--- src/logic/dasc_pkg.sv ---
// dasc_pkg: constants for the dual-channel converter serial and power-down control
// assumes: ref_clk at 200 MHz; serial clock and conversion start arrive from a host
package dasc_pkg;
  localparam int unsigned RES_BITS     = 14;
  localparam int unsigned WORD_W       = 2 * RES_BITS;
  localparam int unsigned LOCKOUT_EDGES = 32;
  localparam int unsigned FIRST_EDGE   = 3;
  localparam int unsigned GAP_EDGES    = 2;
  localparam int unsigned NAP_STARTS   = 2;
  localparam int unsigned SLEEP_STARTS = 4;
  localparam int unsigned FIFO_DEPTH   = 16;
  localparam logic [RES_BITS-1:0] CODE_MAX = {RES_BITS{1'b1}};
  localparam logic [RES_BITS-1:0] CODE_MIN = {RES_BITS{1'b0}};
  localparam logic [5:0] CNT_RST       = 6'h00;
  localparam logic [2:0] STARTS_RST    = 3'h0;
  typedef enum logic [2:0] {
    DASC_ACTIVE = 3'b001,
    DASC_NAP    = 3'b010,
    DASC_SLEEP  = 3'b100
  } dasc_pwr_e;
endpackage

--- src/logic/dasc_fifo.sv ---
// dasc_fifo: small synchronous fifo for sampled channel pairs
// assumes: one clock, active-low synchronous-released reset
`timescale 1ns/1ps
module dasc_fifo #(
  parameter int unsigned WIDTH = 28,
  parameter int unsigned DEPTH = 16
) (
  input  wire logic             clk,     // clock
  input  wire logic             rst_n,   // reset, active low
  input  wire logic [WIDTH-1:0] in_data, // write data
  input  wire logic             in_valid, // write request
  output logic                  in_ready, // not full
  output logic [WIDTH-1:0]      out_data, // head word
  output logic                  out_valid, // not empty
  input  wire logic             out_ready  // pop
);
  localparam int unsigned AW = $clog2(DEPTH);
  logic [WIDTH-1:0] mem [DEPTH];
  logic [AW:0]      wr_r;
  logic [AW:0]      rd_r;
  logic             push;
  logic             pop;
  assign push      = in_valid && in_ready;
  assign pop       = out_valid && out_ready;
  assign in_ready  = !((wr_r[AW] != rd_r[AW]) && (wr_r[AW-1:0] == rd_r[AW-1:0]));
  assign out_valid = wr_r != rd_r;
  assign out_data  = mem[rd_r[AW-1:0]];
  always_ff @(posedge clk) begin
    if (push) begin
      mem[wr_r[AW-1:0]] <= in_data;
    end
  end
  always_ff @(posedge clk or negedge rst_n) begin
    if (!rst_n) begin
      wr_r <= '0;
      rd_r <= '0;
    end else begin
      if (push) begin
        wr_r <= wr_r + 1'b1;
      end
      if (pop) begin
        rd_r <= rd_r + 1'b1;
      end
    end
  end
endmodule

--- src/logic/dasc_top.sv ---
// dasc_top: conversion start, serial output and nap/sleep sequencing
// assumes: serial clock and start are async pins; analog front end supplies sampled level per channel
`timescale 1ns/1ps
module dasc_top (
  input  wire logic                              ref_clk,             // 200 MHz clock
  input  wire logic                              arst_n,              // async reset, active low
  input  wire logic                              serial_clk,          // serial clock pin from host
  input  wire logic                              conversion_start,    // conversion start pin
  input  wire logic [dasc_pkg::RES_BITS:0]       channel_zero_positive, // ch0 difference, msb set = over range
  input  wire logic                              channel_zero_neg,    // ch0 difference below zero
  input  wire logic [dasc_pkg::RES_BITS:0]       channel_one_positive, // ch1 difference, msb set = over range
  input  wire logic                              channel_one_neg,     // ch1 difference below zero
  output logic                                   sdo_o,               // serial data out
  output logic                                   sdo_oe,              // serial data drive enable
  output logic                                   ref_on,              // internal reference powered
  output logic                                   nap_o,               // nap state
  output logic                                   sleep_o,             // sleep state
  output logic                                   overflow_o           // a sample was dropped, fifo full
);
  localparam int unsigned W  = dasc_pkg::RES_BITS;
  localparam logic [5:0] LOCK = 6'(dasc_pkg::LOCKOUT_EDGES);
  localparam logic [5:0] W0S  = 6'(dasc_pkg::FIRST_EDGE);
  localparam logic [5:0] W1S  = 6'(dasc_pkg::FIRST_EDGE + dasc_pkg::RES_BITS + dasc_pkg::GAP_EDGES);

  logic       rst_s1_r, rst_n_r;
  logic [2:0] sck_sync_r, cnv_sync_r;
  logic       sck_rise, cnv_rise;

  always_ff @(posedge ref_clk or negedge arst_n) begin
    if (!arst_n) begin
      rst_s1_r <= 1'b0;
      rst_n_r  <= 1'b0;
    end else begin
      rst_s1_r <= 1'b1;
      rst_n_r  <= rst_s1_r;
    end
  end

  // stage 0 feeds only stage 1; edges found between stages 1 and 2
  always_ff @(posedge ref_clk or negedge rst_n_r) begin
    if (!rst_n_r) begin
      sck_sync_r <= 3'h0;
      cnv_sync_r <= 3'h0;
    end else begin
      sck_sync_r <= {sck_sync_r[1:0], serial_clk};
      cnv_sync_r <= {cnv_sync_r[1:0], conversion_start};
    end
  end
  assign sck_rise = sck_sync_r[1] && !sck_sync_r[2];
  assign cnv_rise = cnv_sync_r[1] && !cnv_sync_r[2];

  // clamp each channel to the code range
  function automatic logic [W-1:0] clamp(input logic [W:0] v, input logic neg);
    logic [W-1:0] r;
    r = v[W-1:0];
    if (neg) begin
      r = dasc_pkg::CODE_MIN;
    end else if (v[W]) begin
      r = dasc_pkg::CODE_MAX;
    end
    return r;
  endfunction

  // power state and start counting
  typedef dasc_pkg::dasc_pwr_e dasc_pwr_e_t;
  dasc_pwr_e_t pwr_r;
  logic [2:0] starts_r;
  logic       lock_r;
  logic [5:0] edge_r;
  logic       accept;

  assign accept = cnv_rise && !lock_r && (pwr_r == dasc_pkg::DASC_ACTIVE);

  always_ff @(posedge ref_clk or negedge rst_n_r) begin
    if (!rst_n_r) begin
      starts_r <= dasc_pkg::STARTS_RST;
    end else if (sck_rise) begin
      starts_r <= dasc_pkg::STARTS_RST;
    end else if (cnv_rise && starts_r != 3'(dasc_pkg::SLEEP_STARTS)) begin
      starts_r <= starts_r + 3'h1;
    end
  end

  always_ff @(posedge ref_clk or negedge rst_n_r) begin
    if (!rst_n_r) begin
      pwr_r <= dasc_pkg::DASC_ACTIVE;
    end else begin
      unique case (pwr_r)
        dasc_pkg::DASC_ACTIVE: begin
          if (cnv_rise && !sck_rise && starts_r == 3'(dasc_pkg::NAP_STARTS - 1)) begin
            pwr_r <= dasc_pkg::DASC_NAP;
          end
        end
        dasc_pkg::DASC_NAP: begin
          if (sck_rise) begin
            pwr_r <= dasc_pkg::DASC_ACTIVE;
          end else if (cnv_rise && starts_r == 3'(dasc_pkg::SLEEP_STARTS - 1)) begin
            pwr_r <= dasc_pkg::DASC_SLEEP;
          end
        end
        dasc_pkg::DASC_SLEEP: begin
          if (cnv_rise && !sck_rise && starts_r == 3'(dasc_pkg::NAP_STARTS - 1)) begin
            pwr_r <= dasc_pkg::DASC_NAP;
          end
        end
        default: pwr_r <= dasc_pkg::DASC_ACTIVE;
      endcase
    end
  end

  always_ff @(posedge ref_clk or negedge rst_n_r) begin
    if (!rst_n_r) begin
      ref_on  <= 1'b1;
      nap_o   <= 1'b0;
      sleep_o <= 1'b0;
    end else begin
      ref_on  <= pwr_r != dasc_pkg::DASC_SLEEP;
      nap_o   <= pwr_r == dasc_pkg::DASC_NAP;
      sleep_o <= pwr_r == dasc_pkg::DASC_SLEEP;
    end
  end

  // lockout and frame edge counter
  always_ff @(posedge ref_clk or negedge rst_n_r) begin
    if (!rst_n_r) begin
      lock_r <= 1'b0;
      edge_r <= dasc_pkg::CNT_RST;
    end else if (accept) begin
      lock_r <= 1'b1;
      edge_r <= dasc_pkg::CNT_RST;
    end else if (lock_r && sck_rise) begin
      edge_r <= edge_r + 6'h01;
      if (edge_r + 6'h01 == LOCK) begin
        lock_r <= 1'b0;
      end
    end
  end

  // sampled pairs queue; head is the word being shifted
  logic [dasc_pkg::WORD_W-1:0] smp, head;
  logic                        fin_rdy, fout_vld, pop;
  assign smp = {clamp(channel_zero_positive, channel_zero_neg),
                clamp(channel_one_positive, channel_one_neg)};

  dasc_fifo #(.WIDTH(dasc_pkg::WORD_W), .DEPTH(dasc_pkg::FIFO_DEPTH)) u_fifo (
    .clk       (ref_clk),
    .rst_n     (rst_n_r),
    .in_data   (smp),
    .in_valid  (accept),
    .in_ready  (fin_rdy),
    .out_data  (head),
    .out_valid (fout_vld),
    .out_ready (pop)
  );

  // frame done after the lockout edges; drain the sample
  assign pop = lock_r && sck_rise && (edge_r + 6'h01 == LOCK) && fout_vld;

  always_ff @(posedge ref_clk or negedge rst_n_r) begin
    if (!rst_n_r) begin
      overflow_o <= 1'b0;
    end else if (accept && !fin_rdy) begin
      overflow_o <= 1'b1;
    end
  end

  // serial output, updated on each serial-clock rise
  logic [5:0] nxt_e;
  assign nxt_e = edge_r + 6'h01;
  always_ff @(posedge ref_clk or negedge rst_n_r) begin
    if (!rst_n_r) begin
      sdo_o  <= 1'b0;
      sdo_oe <= 1'b0;
    end else if (lock_r && sck_rise && fout_vld) begin
      if (nxt_e >= W0S && nxt_e < W0S + 6'(W)) begin
        sdo_oe <= 1'b1;
        sdo_o  <= head[dasc_pkg::WORD_W - 1 - int'(nxt_e - W0S)];
      end else if (nxt_e >= W1S && nxt_e < W1S + 6'(W)) begin
        sdo_oe <= 1'b1;
        sdo_o  <= head[W - 1 - int'(nxt_e - W1S)];
      end else begin
        sdo_oe <= 1'b0;
        sdo_o  <= 1'b0;
      end
    end else if (sck_rise) begin
      // frame over: release the line on the first rise after the lockout
      sdo_oe <= 1'b0;
      sdo_o  <= 1'b0;
    end
  end
endmodule

--- config.mk ---
export PLATFORM = sky130hd
export DESIGN_NAME = dasc_top
export DESIGN_NICKNAME = d
export VERILOG_FILES = /design/src/logic/dasc_pkg.sv /design/src/logic/dasc_fifo.sv /design/src/logic/dasc_top.sv
export SDC_FILE = /design/constraint.sdc
export NUM_CORES = 1
export LEC_CHECK = 0
export ABC_AREA = 1
export BUFFER_PORTS_ARGS = -buffer_cell sky130_fd_sc_hd__clkbuf_2
export CAP_MARGIN = 0
export CELL_PAD_IN_SITES_DETAIL_PLACEMENT = 1
export CELL_PAD_IN_SITES_GLOBAL_PLACEMENT = 2
export CORE_AREA = 2 2 233 189
export CTS_BUF_LIST = sky130_fd_sc_hd__clkbuf_4 sky130_fd_sc_hd__clkbuf_8
export CTS_CLUSTER_DIAMETER = 150
export DETAILED_ROUTE_END_ITERATION = 8
export DIE_AREA = 0 0 235 191
export PLACE_DENSITY = 0.93
export RECOVER_POWER = 100
export SYNTH_ARGS = -nofsm -noshare
export SYNTH_HDL_FRONTEND = slang
export SYNTH_SLANG_ARGS = --single-unit
export TNS_END_PERCENT = 100
--- constraint.sdc ---
create_clock -name ref_clk -period 3.6 [get_ports ref_clk]
set_clock_uncertainty 0.2 [all_clocks]
set_input_delay 0.54 -clock ref_clk [delete_from_list [all_inputs] [get_ports ref_clk]]
set_output_delay 0.54 -clock ref_clk [all_outputs]
set_load 0.02 [all_outputs]
==> results.yml <==
cells_and_area:
  final.fill_count: 4507
  area_growth_pct: 12.6
  multiInputGateArea_mm2: 0.00526
  fin_nets: 1945
  regArea_mm2: 0.0144
  layout-drive-gt1-share: 0.124
  fin_area_mm2: 0.0228
cts:
  cts_tree: "yes"
  cts_resized: 0
  hold_buffers: 4
  cts_setup_buffers: 0
  cts_root_buf: "clkbuf_8"
  cts_sinks: 485
  cts_buffers: 79
  clock_latency_ns: 0.67
  path_clk_slew_ns: 0.06
  htree_levels: 3
  clockBufferDepth: 3
synth:
  synthCells: 1804
  synth.area.top_cells: "edfxtp_1 (66%), nand2_1 (10%), nand3_1 (8.8%)"
  synth-main-ff-cell: "edfxtp_1"
  synth_common_cells: "nand2_1 (564), edfxtp_1 (448), nand3_1 (356), nor2_1 (135), buf_2 (63)"
  yosysWarnings: 0
  synth_top_area_frac: 0.663
  synthDistinctLibCells: 31
  synth-edff-count: 448
  yosysMostFrequentCell: "nand2_1"
  synth_nets: 1853
  ys_async_sr_fraction: 0.0763
  syn_area_per_cell_um2: 11.2
  syn_area_mm2: 0.0203
  ys_ff_latch: 485
  yosysTopAreaCell: "edfxtp_1"
  synth_seq_area_share: 0.709
sta:
  tightest_slew_ns: 1.36
  hold_viol: 0
  grt_setup_unrepaired: "no"
  period_minus_slack_ns: 3.27
  tns_ns: 0
  final.period_utilization: 0.907
  clock.fmax_mhz: 306
  slew_violations: 0
  relSlewSlack: 0.0879
  setup_viol: 0
worst_setup_path:
  critPathKind: "reg -> reg"
  cp-start-kind: "flip-flop"
  critPathMaxFanout: 22
  r2r-end: "u_fifo.mem[5][8]$_DFFE_PP_"
  crit_end: "u_fifo.mem[5][8]$_DFFE_PP_"
  ff2ff_path_depth: 9
  rrSetupSlack_ns: 0.33
  critPathLaunch: "u_fifo.rd_r[2]$_DFFE_PN0P_"
  required_ns: 3.70
  r2r_start: "u_fifo.rd_r[2]$_DFFE_PN0P_"
  cp.arrival_ns: 3.37
  cp-end-kind: "flip-flop"
global_route:
  first_global_vias: 15300
  grt_pass1_wl_mm: 90.0
  grt_usage: 0.265
  grt_max_degree: 104
  grt_overflow: 0
  antenna_found_initial: 1
worst_hold_path:
  min_path_type: "reg -> reg"
drt:
  wl_per_cell_um: 23.1
  wl_mm: 58.1
  ant_nets: 0
  drt_pass1_iterations: 5
  num_vias: 14400
  dr.first_iter.drc_count: 1230
  drc: 0
  viasPerCell: 5.72
floorplan:
  num_rows: 68
  fp.coreArea_mm2: 0.0426
  die_x_um: 235
  initial_core_util: 0.476
  dieArea_mm2: 0.0449
  die_h_um: 191
  io_pins: 42
pwr:
  power_density_mw_per_mm2: 575
  p_leak_nw: 8.62
  vdd_drop_max_mv: 0.303
placed_design:
  place_congestion: 0.824
  placed_cell_area_mm2: 0.0214
  dp_hpwl_mm: 35.0
  io_buffer_count: 41
flow_run:
  maxCapViolations: 0
outcome:
  status: "complete, no violations"
[layout make-up]
class	instances	share of cell area
antenna	1	0.000110
tap	560	0.0307
inverter	48	0.00822
multi-input combinational	1172	0.231
clock inverter	22	0.00515
sequential	485	0.630
clock buffer	118	0.0613
timing repair buffer	110	0.0338
[logic make-up (layout without fill, tap and decap cells)]
kind of cell	after synthesis	after routing	synth area share
AO/OA/AOI/OAI	73	73	0.0189
XOR/XNOR	19	19	0.00858
buffers and inverters	147	298	0.0344
other	1	2	0.000185
adder cells (fa/ha/maj)	13	13	0.00802
flip-flops	485	485	0.709
AND/OR/NAND/NOR	1066	1066	0.221
[per-stage QoR]
step                      power (mW)  setup slack, ns  cells  utilization  hold WS, ns
final                           13.1            0.334   2516        0.536        0.150
after global routing            13.7            0.124   2516        0.536        0.170
after CTS                       13.2            0.557   2515        0.539        0.155
after detailed placement        8.48            0.669   2371        0.502        0.126
after global placement          8.38            0.709   2371        0.502        0.127
after floorplan                 7.79            0.412   1804            -       0.0444
[state kept, by name, indices dropped and copies added, names as in the netlist, 3 cells and up]
name,count
u_fifo.mem,448
cnv_sync_r,3
pwr_r,3
edge_r,6
u_fifo.wr_r,5
u_fifo.rd_r,5
starts_r,3
sck_sync_r,3
[cells in the final DEF (no fill, tap or decap), drive strengths merged]
master,synthesis,layout
a21o,1,1
a21oi,35,35
a22o,1,1
a22oi,1,1
a31oi,1,1
buf,75,42
clkbuf,24,182
clkinv,0,16
clkinvlp,0,5
conb,1,1
dfrtp,35,35
dfstp,2,2
diode,0,1
dlygate4sd3,0,4
edfxtp,448,448
ha,13,13
inv,48,49
nand2,566,566
nand3,356,356
nand4,2,2
nor2,137,137
nor3,4,4
nor4,1,1
o21ai,29,29
o21bai,1,1
o22ai,4,4
xnor2,3,3
xor2,16,16
[power by group]
group	switching [mW]	internal, mW
combinational	1.41	0.671
sequential	0.0768	6.26
clock	2.22	2.49
[metal layers]
metal	up-vias	routed length [µm]	GRT usage
met2	475	27600	0.428
met5	-	0	0
met4	0	1960	0.104
met1	7343	24900	0.353
met3	146	3630	0.0562
li1	6433	-	-
[worst max-delay path, stage by stage, from the launching register on]
cell      delay (ns)
dfrtp_1         0.40
clkbuf_1        0.62
xor2_1          0.20
nor3_1          0.09
nand3_1         0.12
nand2_1         0.11
inv_1           0.20
nand2_1         0.22
nor2_4          0.27
clkbuf_4        0.47
[worst min path at each step]
stage                                         end                     from  slack [ns]  depth (start not counted)
after global placement         rst_s1_r$_DFF_PN0_                   arst_n        0.13                          1
after CTS                 sck_sync_r[1]$_DFF_PN0_  sck_sync_r[0]$_DFF_PN0_        0.15                          0
after global routing            rst_n_r$_DFF_PN0_       rst_s1_r$_DFF_PN0_        0.17                          0
final                     sck_sync_r[1]$_DFF_PN0_  sck_sync_r[0]$_DFF_PN0_        0.15                          0
after floorplan                 rst_n_r$_DFF_PN0_                   arst_n        0.04                          0
after detailed placement        rst_n_r$_DFF_PN0_                   arst_n        0.13                          1
(Power assumes the default switching activity.)
